File: src/hdl/dvam_consts.vh
// constants for the digital volume and auto-mute control block
`ifndef DVAM_CONSTS_VH
`define DVAM_CONSTS_VH

// ----------------------------------------------------------------
// register offsets
// ----------------------------------------------------------------
`define DVAM_REG_AUTO_MUTE_TIME      8'h3B
`define DVAM_REG_VOLUME_LINK_CONTROL 8'h3C
`define DVAM_REG_LEFT_VOLUME         8'h3D
`define DVAM_REG_RIGHT_VOLUME        8'h3E
`define DVAM_REG_VOLUME_RAMP_NORMAL  8'h3F
`define DVAM_REG_STATUS              8'h70

// ----------------------------------------------------------------
// reset values
// ----------------------------------------------------------------
`define DVAM_RST_AUTO_MUTE_TIME      8'h00
`define DVAM_RST_VOLUME_LINK_CONTROL 8'h00
`define DVAM_RST_LEFT_VOLUME         8'h10
`define DVAM_RST_RIGHT_VOLUME        8'h30
`define DVAM_RST_VOLUME_RAMP_NORMAL  8'h11

// ----------------------------------------------------------------
// field positions
// ----------------------------------------------------------------
`define DVAM_AMT_LEFT_MSB   6
`define DVAM_AMT_LEFT_LSB   4
`define DVAM_AMT_RIGHT_MSB  2
`define DVAM_AMT_RIGHT_LSB  0
`define DVAM_AMT_MASK       8'h77
`define DVAM_LINK_MSB       1
`define DVAM_LINK_LSB       0
`define DVAM_LINK_MASK      8'h03
`define DVAM_DN_RATE_MSB    7
`define DVAM_DN_RATE_LSB    6
`define DVAM_DN_STEP_MSB    5
`define DVAM_DN_STEP_LSB    4
`define DVAM_UP_RATE_MSB    3
`define DVAM_UP_RATE_LSB    2
`define DVAM_UP_STEP_MSB    1
`define DVAM_UP_STEP_LSB    0

// ----------------------------------------------------------------
// codes
// ----------------------------------------------------------------
`define DVAM_LINK_INDEPENDENT 2'h0
`define DVAM_LINK_FOLLOW_LEFT 2'h1
`define DVAM_RATE_INSTANT     2'h3
`define DVAM_GAIN_MUTE        8'hFF
`define DVAM_GAIN_UNITY       8'h30
`define DVAM_STEP_MAX_HALF_DB 8'h08

// ----------------------------------------------------------------
// zero-run thresholds, time in microseconds at the reference rate
// ----------------------------------------------------------------
`define DVAM_REF_RATE_HZ 96000
`define DVAM_AMT_T0_US   11500
`define DVAM_AMT_T1_US   53000
`define DVAM_AMT_T2_US   106500
`define DVAM_AMT_T3_US   266500
`define DVAM_AMT_T4_US   535000
`define DVAM_AMT_T5_US   1065000
`define DVAM_AMT_T6_US   2665000
`define DVAM_AMT_T7_US   5330000
`define DVAM_US_TO_SAMPLES(t) (((t) * (`DVAM_REF_RATE_HZ / 1000)) / 1000)

`endif

File: src/hdl/dvam_ctrl.v
// digital volume, soft mute ramp and zero-data auto mute control
//
// Overview of operation
// - left auto mute after a zero run of selected length, 11.5 ms to 5.33 s
// - right channel uses same eight thresholds from its own low 3-bit field
// - thresholds counted in samples, so durations scale with sample rate
// - link code 00 applies left and right codes independently
// - link code 01 applies the left code to both channels
// - left code 0 is +24 dB, each step -0.5 dB, 0x30 is unity
// - code 0xFE is -103 dB, code 0xFF is full mute, both channels
// - right code uses the same half-dB encoding, unity 0x30, mute 0xFF
// - ramp down updates every 1, 2 or 4 samples, or mutes instantly
// - ramp down step is 4, 2, 1 or 0.5 dB per update
// - ramp up updates every 1, 2 or 4 samples, or restores instantly
// - ramp up step is 4, 2, 1 or 0.5 dB per update
`include "dvam_consts.vh"
`default_nettype none

module dvam_ctrl #(
	parameter DATA_W        = 24,
	parameter AMT_CNT_W     = 20,
	parameter AMT_DIV       = 1
) (
	// clock and reset
	input  wire              mclk_in,
	input  wire              rst_n_in,
	// register port
	input  wire [7:0]        reg_addr_in,
	input  wire [7:0]        reg_wdata_in,
	input  wire              reg_wr_in,
	input  wire              reg_rd_in,
	output reg  [7:0]        reg_rdata_out,
	output reg               reg_rvalid_out,
	// mute request pin, low requests mute
	input  wire              soft_mute_request_pin_n_in,
	// sample input stream
	input  wire              sample_valid_in,
	output wire              sample_ready_out,
	input  wire [DATA_W-1:0] sample_left_in,
	input  wire [DATA_W-1:0] sample_right_in,
	// sample output stream with applied gain codes
	output wire              out_valid_out,
	input  wire              out_ready_in,
	output reg  [DATA_W-1:0] out_left_out,
	output reg  [DATA_W-1:0] out_right_out,
	output reg  [7:0]        out_left_gain_out,
	output reg  [7:0]        out_right_gain_out,
	// status
	output reg               left_auto_muted_out,
	output reg               right_auto_muted_out
);

	// ----------------------------------------------------------------
	// registers
	// ----------------------------------------------------------------
	reg [7:0] auto_mute_time;
	reg [7:0] volume_link_control;
	reg [7:0] left_volume;
	reg [7:0] right_volume;
	reg [7:0] volume_ramp_normal;

	always @(posedge mclk_in or negedge rst_n_in)
	begin
		if (!rst_n_in)
		begin
			auto_mute_time      <= `DVAM_RST_AUTO_MUTE_TIME;
			volume_link_control <= `DVAM_RST_VOLUME_LINK_CONTROL;
			left_volume         <= `DVAM_RST_LEFT_VOLUME;
			right_volume        <= `DVAM_RST_RIGHT_VOLUME;
			volume_ramp_normal  <= `DVAM_RST_VOLUME_RAMP_NORMAL;
		end
		else if (reg_wr_in)
		begin
			case (reg_addr_in)
				`DVAM_REG_AUTO_MUTE_TIME:      auto_mute_time      <= reg_wdata_in & `DVAM_AMT_MASK;
				`DVAM_REG_VOLUME_LINK_CONTROL: volume_link_control <= reg_wdata_in & `DVAM_LINK_MASK;
				`DVAM_REG_LEFT_VOLUME:         left_volume         <= reg_wdata_in;
				`DVAM_REG_RIGHT_VOLUME:        right_volume        <= reg_wdata_in;
				`DVAM_REG_VOLUME_RAMP_NORMAL:  volume_ramp_normal  <= reg_wdata_in;
				default:                       ;
			endcase
		end
	end

	// ----------------------------------------------------------------
	// read path
	// ----------------------------------------------------------------
	reg        ramp_active;
	reg  [7:0] ramp_att;
	wire [7:0] status_word;
	assign status_word = {4'h0, ramp_att == `DVAM_GAIN_MUTE, ramp_active,
		left_auto_muted_out, right_auto_muted_out};

	always @(posedge mclk_in or negedge rst_n_in)
	begin
		if (!rst_n_in)
		begin
			reg_rdata_out  <= 8'h00;
			reg_rvalid_out <= 1'b0;
		end
		else
		begin
			reg_rvalid_out <= reg_rd_in;
			if (reg_rd_in)
			begin
				case (reg_addr_in)
					`DVAM_REG_AUTO_MUTE_TIME:      reg_rdata_out <= auto_mute_time;
					`DVAM_REG_VOLUME_LINK_CONTROL: reg_rdata_out <= volume_link_control;
					`DVAM_REG_LEFT_VOLUME:         reg_rdata_out <= left_volume;
					`DVAM_REG_RIGHT_VOLUME:        reg_rdata_out <= right_volume;
					`DVAM_REG_VOLUME_RAMP_NORMAL:  reg_rdata_out <= volume_ramp_normal;
					`DVAM_REG_STATUS:              reg_rdata_out <= status_word;
					default:                       reg_rdata_out <= 8'h00;
				endcase
			end
		end
	end

	// ----------------------------------------------------------------
	// zero-run thresholds in samples
	// ----------------------------------------------------------------
	function [AMT_CNT_W-1:0] amt_samples;
		input [2:0] code;
		reg   [31:0] n;
		begin
			n = 32'h0;
			case (code)
				3'h0:    n = `DVAM_US_TO_SAMPLES(`DVAM_AMT_T0_US);
				3'h1:    n = `DVAM_US_TO_SAMPLES(`DVAM_AMT_T1_US);
				3'h2:    n = `DVAM_US_TO_SAMPLES(`DVAM_AMT_T2_US);
				3'h3:    n = `DVAM_US_TO_SAMPLES(`DVAM_AMT_T3_US);
				3'h4:    n = `DVAM_US_TO_SAMPLES(`DVAM_AMT_T4_US);
				3'h5:    n = `DVAM_US_TO_SAMPLES(`DVAM_AMT_T5_US);
				3'h6:    n = `DVAM_US_TO_SAMPLES(`DVAM_AMT_T6_US);
				default: n = `DVAM_US_TO_SAMPLES(`DVAM_AMT_T7_US);
			endcase
			n = n / AMT_DIV;
			if (n == 32'h0)
				n = 32'h1;
			amt_samples = n[AMT_CNT_W-1:0];
		end
	endfunction

	// ----------------------------------------------------------------
	// zero-run counters
	// ----------------------------------------------------------------
	wire                 take;
	wire [AMT_CNT_W-1:0] left_thr;
	wire [AMT_CNT_W-1:0] right_thr;
	reg  [AMT_CNT_W-1:0] left_zero_cnt;
	reg  [AMT_CNT_W-1:0] right_zero_cnt;
	reg  [AMT_CNT_W-1:0] next_left_zero_cnt;
	reg  [AMT_CNT_W-1:0] next_right_zero_cnt;

	assign left_thr  = amt_samples(auto_mute_time[`DVAM_AMT_LEFT_MSB:`DVAM_AMT_LEFT_LSB]);
	assign right_thr = amt_samples(auto_mute_time[`DVAM_AMT_RIGHT_MSB:`DVAM_AMT_RIGHT_LSB]);

	always @*
	begin
		next_left_zero_cnt  = left_zero_cnt;
		next_right_zero_cnt = right_zero_cnt;
		if (take)
		begin
			if (sample_left_in != {DATA_W{1'b0}})
				next_left_zero_cnt = {AMT_CNT_W{1'b0}};
			else if (left_zero_cnt < left_thr)
				next_left_zero_cnt = left_zero_cnt + 1'b1;
			if (sample_right_in != {DATA_W{1'b0}})
				next_right_zero_cnt = {AMT_CNT_W{1'b0}};
			else if (right_zero_cnt < right_thr)
				next_right_zero_cnt = right_zero_cnt + 1'b1;
		end
	end

	always @(posedge mclk_in or negedge rst_n_in)
	begin
		if (!rst_n_in)
		begin
			left_zero_cnt        <= {AMT_CNT_W{1'b0}};
			right_zero_cnt       <= {AMT_CNT_W{1'b0}};
			left_auto_muted_out  <= 1'b0;
			right_auto_muted_out <= 1'b0;
		end
		else
		begin
			left_zero_cnt        <= next_left_zero_cnt;
			right_zero_cnt       <= next_right_zero_cnt;
			left_auto_muted_out  <= next_left_zero_cnt >= left_thr;
			right_auto_muted_out <= next_right_zero_cnt >= right_thr;
		end
	end

	// ----------------------------------------------------------------
	// soft mute ramp, in half-dB attenuation units
	// ----------------------------------------------------------------
	wire       mute_req;
	wire [1:0] rate;
	wire [1:0] step_code;
	wire [7:0] step;
	wire [1:0] div_last;
	reg  [1:0] div_cnt;
	reg  [1:0] next_div_cnt;
	reg  [7:0] next_ramp_att;
	reg  [8:0] sum;

	assign mute_req  = !soft_mute_request_pin_n_in;
	assign rate      = mute_req ?
		volume_ramp_normal[`DVAM_DN_RATE_MSB:`DVAM_DN_RATE_LSB] :
		volume_ramp_normal[`DVAM_UP_RATE_MSB:`DVAM_UP_RATE_LSB];
	assign step_code = mute_req ?
		volume_ramp_normal[`DVAM_DN_STEP_MSB:`DVAM_DN_STEP_LSB] :
		volume_ramp_normal[`DVAM_UP_STEP_MSB:`DVAM_UP_STEP_LSB];
	assign step      = `DVAM_STEP_MAX_HALF_DB >> step_code;
	assign div_last  = (rate == 2'h0) ? 2'h0 : (rate == 2'h1) ? 2'h1 : 2'h3;

	always @*
	begin
		next_ramp_att = ramp_att;
		next_div_cnt  = div_cnt;
		sum           = 9'h000;
		if (take)
		begin
			if (rate == `DVAM_RATE_INSTANT)
			begin
				next_ramp_att = mute_req ? `DVAM_GAIN_MUTE : 8'h00;
				next_div_cnt  = 2'h0;
			end
			else if (div_cnt >= div_last)
			begin
				next_div_cnt = 2'h0;
				if (mute_req)
				begin
					sum           = {1'b0, ramp_att} + {1'b0, step};
					next_ramp_att = sum[8] ? `DVAM_GAIN_MUTE : sum[7:0];
				end
				else
					next_ramp_att = (ramp_att > step) ? ramp_att - step : 8'h00;
			end
			else
				next_div_cnt = div_cnt + 2'h1;
		end
	end

	always @(posedge mclk_in or negedge rst_n_in)
	begin
		if (!rst_n_in)
		begin
			ramp_att    <= 8'h00;
			div_cnt     <= 2'h0;
			ramp_active <= 1'b0;
		end
		else
		begin
			ramp_att    <= next_ramp_att;
			div_cnt     <= next_div_cnt;
			ramp_active <= mute_req ? (next_ramp_att != `DVAM_GAIN_MUTE) :
				(next_ramp_att != 8'h00);
		end
	end

	// ----------------------------------------------------------------
	// effective gain codes
	// ----------------------------------------------------------------
	wire [7:0] right_sel;
	reg  [8:0] left_sum;
	reg  [8:0] right_sum;
	reg  [7:0] left_eff;
	reg  [7:0] right_eff;

	assign right_sel = (volume_link_control[`DVAM_LINK_MSB:`DVAM_LINK_LSB] ==
		`DVAM_LINK_FOLLOW_LEFT) ? left_volume : right_volume;

	always @*
	begin
		left_sum  = {1'b0, left_volume} + {1'b0, ramp_att};
		right_sum = {1'b0, right_sel} + {1'b0, ramp_att};
		left_eff  = left_sum[8] ? `DVAM_GAIN_MUTE : left_sum[7:0];
		right_eff = right_sum[8] ? `DVAM_GAIN_MUTE : right_sum[7:0];
		if (left_auto_muted_out || ramp_att == `DVAM_GAIN_MUTE)
			left_eff = `DVAM_GAIN_MUTE;
		if (right_auto_muted_out || ramp_att == `DVAM_GAIN_MUTE)
			right_eff = `DVAM_GAIN_MUTE;
	end

	// ----------------------------------------------------------------
	// two-entry output buffer
	// ----------------------------------------------------------------
	localparam ENT_W = 2 * DATA_W + 16;
	reg  [ENT_W-1:0] buf_mem [0:1];
	reg              wr_ptr;
	reg              rd_ptr;
	reg  [1:0]       count;
	wire             pop;
	wire [ENT_W-1:0] head;

	assign sample_ready_out = count != 2'h2;
	assign take             = sample_valid_in && sample_ready_out;
	assign out_valid_out    = count != 2'h0;
	assign pop              = out_valid_out && out_ready_in;
	assign head             = buf_mem[rd_ptr];

	always @(posedge mclk_in)
	begin
		if (take)
			buf_mem[wr_ptr] <= {sample_left_in, sample_right_in, left_eff, right_eff};
	end

	always @(posedge mclk_in or negedge rst_n_in)
	begin
		if (!rst_n_in)
		begin
			wr_ptr <= 1'b0;
			rd_ptr <= 1'b0;
			count  <= 2'h0;
		end
		else
		begin
			if (take)
				wr_ptr <= ~wr_ptr;
			if (pop)
				rd_ptr <= ~rd_ptr;
			if (take && !pop)
				count <= count + 2'h1;
			else if (pop && !take)
				count <= count - 2'h1;
		end
	end

	always @*
	begin
		out_left_out       = head[ENT_W-1:DATA_W+16];
		out_right_out      = head[DATA_W+15:16];
		out_left_gain_out  = head[15:8];
		out_right_gain_out = head[7:0];
	end

endmodule

`default_nettype wire

File: config.mk
export PLATFORM = sky130hd
export DESIGN_NAME = dvam_ctrl
export DESIGN_NICKNAME = d
export VERILOG_FILES = /design/src/hdl/dvam_ctrl.v
export VERILOG_INCLUDE_DIRS = /design/src /design/src/hdl
export SDC_FILE = /design/constraint.sdc
export NUM_CORES = 1
export LEC_CHECK = 0
export BUFFER_PORTS_ARGS = -buffer_cell sky130_fd_sc_hd__clkbuf_2
export CAP_MARGIN = 30
export CORE_ASPECT_RATIO = 2
export CORE_MARGIN = 1
export CORE_UTILIZATION = 64
export DETAILED_ROUTE_END_ITERATION = 8
export PLACE_DENSITY_LB_ADDON = 0.2
export SLEW_MARGIN = 20
export SYNTH_ARGS = -nofsm -noshare
export SYNTH_HDL_FRONTEND = slang
export SYNTH_SLANG_ARGS = --single-unit
File: constraint.sdc
create_clock -name mclk_in -period 8.45 [get_ports mclk_in]
set_clock_uncertainty 0.05 [all_clocks]
set_input_delay 0.4225 -clock mclk_in [delete_from_list [all_inputs] [get_ports mclk_in]]
set_output_delay 0.4225 -clock mclk_in [all_outputs]
set_load 0.005 [all_outputs]
==> flow_metrics.py, run 1 <==
metrics = {
    "clock_tree": {
        "post_cts.repair.setup_buffers": 0,
        "path_clk_slew_ns": 0.07,
        "h-tree-depth": 1,
        "cts_buffers": 20,
        "ctsRootBufferMaster": "clkbuf_16",
        "clock_path_buffers": 3,
        "cts_resized": 0,
        "cts_sinks": 226,
        "clock_latency_ns": 0.51,
        "cts_tree": "done",
    },
    "synthesis": {
        "syn_area_um2": 12500,
        "synth_top_family_by_area": "simple AND/OR/NAND/NOR gates",
        "yosysTopAreaCell": "edfxtp_1",
        "yosys_warnings": 0,
        "synthMuxAreaShare": 0.103,
        "synth_top_flop_cell": "edfxtp_1",
        "synth_compound_area_frac": 0.114,
        "ys_seq_area_frac": 0.505,
        "synth_seq_cells": 226,
        "synth_fa_ha_area_frac": 0.0977,
        "synth_common_cells": "edfxtp_1, mux2_2, dfrtp_1",
        "synth.top_cell.area_share": 0.308,
        "ys_top_cells_by_area": "edfxtp_1, dfrtp_1, mux2_2, ha_1, nor2_1",
        "synthCells": 1039,
        "synthXorXnorAreaFrac": 0.0344,
        "ys_types": 84,
        "yosysMostFrequentCell": "edfxtp_1",
        "synthSimpleGateAreaFrac": 0.118,
        "syn_avg_cell_area_um2": 12.0,
        "synth_edf_count": 128,
        "async_flop_share": 0.434,
    },
    "timing": {
        "rsz0062_at_grt": "no",
        "worst_pin_slew_ns": 0.870,
        "final_hold_viol_count": 0,
        "fin_crit_sh": 0.583,
        "fin_setup_tns_ns": 0,
        "maxSlewViolCount": 0,
        "fin_crit_ns": 4.93,
        "timing.fmax_mhz": 203,
        "maxSlewHeadroom": 0.420,
        "finalHoldWorstSlack_ns": 0.0719,
        "finalSetupViolCount": 0,
    },
    "setup_path": {
        "crit_type": "reg2reg",
        "cp-start-kind": "flop",
        "reg2regPathDepth": 18,
        "cp.required_ns": 8.77,
        "reg2reg_slack_ns": 3.52,
        "cp-end-kind": "flop",
        "cp_max_fo": 12,
        "worstPathArrival_ns": 5.24,
    },
    "power": {
        "clockPowerShare": 0.250,
        "power_frac_seq": 0.441,
        "p_int_mw": 2.39,
        "p_per_area_nw_per_um2": 248,
        "power_leakage_nw": 6.08,
        "swShare": 0.314,
        "peakVddDrop_uv": 179,
        "pwr-share-comb": 0.309,
        "p_sw_mw": 1.10,
    },
    "cells_and_area": {
        "synthToLayoutAreaGrowth_pct": 13.0,
        "fin_cells": 1454,
        "drive_gt1_frac": 0.273,
        "diodes": 0,
        "nFillCells": 1363,
        "fin_nets": 1352,
    },
    "die": {
        "rows": 71,
        "core_um2": 18900,
        "start_util": 0.659,
        "pin_count": 148,
        "die_x_um": 101,
        "die_h_um": 199,
        "die-area_um2": 20100,
    },
    "global_route": {
        "grt_pass1_vias": 9093,
        "antenna_found_initial": 0,
        "grt-ovfl-total": 0,
        "grt_pass1_wl_mm": 44.3,
        "grt_max_degree": 73,
        "grtUsageTotal": 0.288,
    },
    "route": {
        "vias_per_cell": 6.04,
        "vias": 8783,
        "drt-pass1-iter-count": 6,
        "final_antenna_net_count": 0,
        "drt-initial-drc-count": 426,
        "wl_per_cell_um": 19.3,
        "wirelength_mm": 28.1,
        "drc": 0,
    },
    "worst_hold_path": {
        "hold_path_depth": 1,
        "hold_path.class": "in2reg",
    },
    "place": {
        "dp_cells": 1416,
        "port_buffers": 147,
        "gp_congestion": 0.917,
        "place_hpwl_mm": 21.2,
    },
    "run": {
        "maxCapViolCount": 0,
    },
    "run_status": {
        "status": "finished, final reports clean",
    },
}
==> timing repair <==
item | in CTS | in global routing
endpoints found under the hold margin | 25 | 0
hold buffers | 1 | 0
setup endpoints to repair | 0 | 0
==> layer usage <==
metal / track usage / part of all wire
met1: 0.292 / 0.34
met2: 0.556 / 0.56
met3: 0.0283 / 0.037
met4: 0.170 / 0.058
met5: 0 / 0
==> path summary, 6_finish.rpt <==
path	start	endpoint
setup / recovery	auto_mute_time[2]	right_auto_muted_out
hold / removal	sample_left_in[22]	buf_mem[1][62]
setup reg to reg	auto_mute_time[2]	right_auto_muted_out
hold reg to reg	count[1]	count[1]
max in group asynchronous	rst_n_in	right_volume[4]
min in group asynchronous	rst_n_in	right_zero_cnt[7]
==> stage by stage <==
stage                     instance area [um^2]  power, mW  utilization  setup slack, ns
after floorplan                          12500       2.28            -             4.13
after global placement                   13400       2.61        0.710             3.66
after detailed placement                 13400       2.64        0.710             3.51
after CTS                                14100       3.51        0.743             3.52
after global routing                     14100       3.67        0.745             3.09
final                                    14100       3.49        0.745             3.52
==> power by group through the flow <==
stage	clock [mW]	sequential [mW]	combinational (mW)
6_report	0.871	1.54	1.08
5_1_grt	0.928	1.56	1.19
4_1_cts	0.888	1.54	1.09
3_5_place_dp	0	1.56	1.08
3_3_place_gp	0	1.55	1.06
2_1_floorplan	0	1.50	0.775
==> area by class of cell <==
type / count / area, um^2 / area share
sequential: 226 / 6300 / 0.447
multi-input combinational: 737 / 5850 / 0.415
timing repair buffer: 156 / 826 / 0.0586
clock buffer: 21 / 526 / 0.0373
tap: 255 / 319 / 0.0226
inverter: 45 / 169 / 0.0120
clock inverter: 14 / 96.3 / 0.00684
==> cell usage in the layout (no fill, tap or decap), types with 21 or more instances in the layout <==
cell | netlist | routed
inv_1 | 45 | 45
clkbuf_16 | 0 | 21
xnor2_1 | 27 | 27
a21oi_1 | 36 | 36
o21ai_0 | 40 | 40
ha_1 | 91 | 91
clkbuf_2 | 1 | 147
dfrtp_1 | 93 | 92
nand3_1 | 27 | 27
nor2_1 | 67 | 66
edfxtp_1 | 128 | 128
a21o_1 | 22 | 22
mux2_2 | 104 | 104
nand2_1 | 66 | 66
xor2_1 | 22 | 22
==> sequential cells by signal, summed over array words and instances (netlist names), 2 cells and up <==
name,cells
volume_link_control,2
ramp_att,8
right_zero_cnt,20
buf_mem,128
left_zero_cnt,20
auto_mute_time,6
div_cnt,2
count,2
right_volume,8
reg_rdata_out,8
volume_ramp_normal,8
left_volume,8
==> worst max-delay path: stages, from the launching register on <==
cell and delay, ns:
dfrtp_1 0.54, inv_1 0.17, nor3_1 0.62, nor2b_1 0.17, ha_1 0.32, o21a_1 0.11
nor3_1 0.13, o2111ai_1 0.19, a211o_1 0.50, nor3_1 0.28, xnor2_1 0.15, nor2_1 0.08
ha_1 0.31, a21oi_1 0.15, o21ai_0 0.09, a2111oi_0 0.41, nor2_1 0.16, o31ai_1 0.24
o21ai_0 0.11
==> cells by family after synthesis <==
| logic type | count (synthesis) |
|---|---|
| and+or+nand+nor | 283 |
| other | 1 |
| DFF | 226 |
| muxes | 116 |
| AOI/OAI and AO/OA | 192 |
| adders and majority gates | 95 |
| buffers and inverters | 77 |
| xor gates and xnor gates | 49 |
No activity file was read; power rests on OpenSTA's default activity.
==> inputs of run 2 (changes only) <==
CORE_UTILIZATION = 59   (was 64)
clock period = 4.95 ns   (was 8.45 ns; I/O delays follow)
==> flow_metrics.py, run 2 (synthesized netlist as in run 1, its figures left out) <==
metrics = {
    "place": {
        "gp_congestion": 0.917,
        "dp_cells": 1436,
        "port_buffers": 147,
        "place_ws_ns": 0.228,
        "place_hpwl_mm": 22.4,
    },
    "timing": {
        "finalSetupViolCount": 0,
        "final_hold_viol_count": 0,
        "maxSlewViolCount": 0,
        "fin_crit_sh": 0.932,
        "rsz0062_at_grt": "yes",
        "finalHoldWorstSlack_ns": 0.0360,
        "fin_crit_ns": 4.61,
        "worst_pin_slew_ns": 0.936,
        "final.setup.worst_slack_ns": 0.336,
        "timing.fmax_mhz": 217,
        "maxSlewHeadroom": 0.360,
    },
    "cells_and_area": {
        "final_cell_mix": "clkbuf_2, edfxtp_1, mux2_2, ha_1, dfrtp_1",
        "top_register": "buf_mem",
        "synthToLayoutAreaGrowth_pct": 18.6,
        "mostFrequentLayoutCell": "clkbuf_2",
        "drive_gt1_frac": 0.275,
        "fin_nets": 1415,
        "utilization": 0.720,
        "largest_reg_flops": 128,
        "nFillCells": 1494,
        "largestRegisters": "buf_mem (128), left_zero_cnt (20), right_zero_cnt (20)",
        "fin_cells": 1530,
    },
    "setup_path": {
        "cp_cell_sequence": "nor2_1 -> o2bb2ai_1 -> ha_1 -> o21a_1 -> o211ai_1 -> nand4_1 -> a21oi_4 -> nand2_1 -> or3_1 -> a21oi_1 -> ha_1 -> a21o_1 -> a21o_1 -> a21o_1 -> a211oi_1 -> o21ai_0 -> a21oi_1 -> o21ai_0 -> or3_1",
        "cpMaxStageDelayCell": "dfrtp_2",
        "slowest_delay_ns": 0.51,
        "worstPathArrival_ns": 4.95,
        "crit_top_cell": "a21o_1",
        "crit_type": "reg2reg",
        "crit_buf_inv": 0,
        "critical-path-top-delay-family": "compound AO/OA/AOI/OAI gates",
        "cp-start-kind": "flop",
        "cp-end-kind": "flop",
        "cp.required_ns": 5.29,
        "cp_max_fo": 15,
    },
    "power": {
        "total_power_mw": 6.15,
        "p_per_area_nw_per_um2": 416,
        "power_leakage_nw": 6.39,
        "peakVddDrop_uv": 299,
    },
    "clock_tree": {
        "cts_buffers": 20,
        "clock_latency_ns": 0.51,
        "cts_sinks": 226,
        "clock_path_buffers": 3,
        "post_cts.repair.setup_buffers": 0,
        "h-tree-depth": 1,
        "path_clk_slew_ns": 0.07,
        "ctsRootBufferMaster": "clkbuf_16",
        "cts_tree": "done",
    },
    "route": {
        "vias": 9139,
        "final_antenna_net_count": 0,
        "drt-initial-drc-count": 379,
        "drc": 0,
        "wl_per_cell_um": 20.0,
        "drt-pass1-iter-count": 5,
        "wirelength_mm": 30.6,
        "vias_per_cell": 5.97,
    },
    "global_route": {
        "antenna_found_initial": 1,
        "grtUsageTotal": 0.285,
        "grt_pass1_wl_mm": 48.3,
        "grt-ovfl-total": 0,
        "grt_max_degree": 45,
        "grt_pass1_vias": 9568,
    },
    "die": {
        "pin_count": 148,
        "die_h_um": 208,
        "start_util": 0.607,
        "rows": 74,
        "die_x_um": 105,
        "die-area_um2": 21800,
        "core_um2": 20600,
    },
    "run": {
        "maxCapViolCount": 0,
    },
    "worst_hold_path": {
        "hold_path.class": "in2reg",
    },
    "run_status": {
        "status": "finished, final reports clean",
    },
}
-- run 2: worst paths after layout --
check                                       start  slack (ns)             endpoint  cells after the start
worst max-delay path            auto_mute_time[4]        0.34  left_auto_muted_out                     19
worst min-delay path              reg_wdata_in[0]        0.04       left_volume[0]                      2
worst max register to register  auto_mute_time[4]        0.34  left_auto_muted_out                     19
worst min register to register           count[1]        0.44             count[1]                      1
max in group asynchronous                rst_n_in        3.65               rd_ptr                      4
min in group asynchronous                rst_n_in        0.19    left_zero_cnt[17]                      2
-- run 2: power by group --
| part | internal [mW] | leakage (nW) | switching (mW) | total [mW] |
|---|---|---|---|---|
| clock network | 0.898 | 0.332 | 0.702 | 1.60 |
| registers | 2.41 | 2.48 | 0.234 | 2.64 |
| logic | 0.895 | 3.58 | 1.01 | 1.91 |
-- run 2: final cells by class --
type                            count  area (um^2)  share of cell area
Inverter                           45          169              0.0114
Antenna cell                        1         2.50            0.000169
Timing Repair Buffer              219         1450              0.0981
Tap cell                          266          333              0.0225
Clock inverter                      9         78.8             0.00533
Clock buffer                       27          591              0.0399
Sequential cell                   226         6310               0.426
Multi-Input combinational cell    737         5860               0.396
-- run 2: timing repair --
action	4_1_cts	5_1_grt
hold buffers	56	0
endpoints found under the setup margin	0	2
resized for setup	0	8
endpoints found under the hold margin	146	0
-- run 2: routing by layer --
metal,track usage,part of all wire,vias up
met5,0,0,-
met1,0.283,0.34,4464
li1,-,-,4306
met4,0.169,0.059,0
met2,0.557,0.56,263
met3,0.0279,0.035,106
-- run 2: stage by stage --
step	setup TNS, ns	cell area [um^2]
floorplan	0	12500
global placement	0	13500
detailed placement	0	13500
CTS	0	14800
global route	-0.0261	14800
finish	0	14800
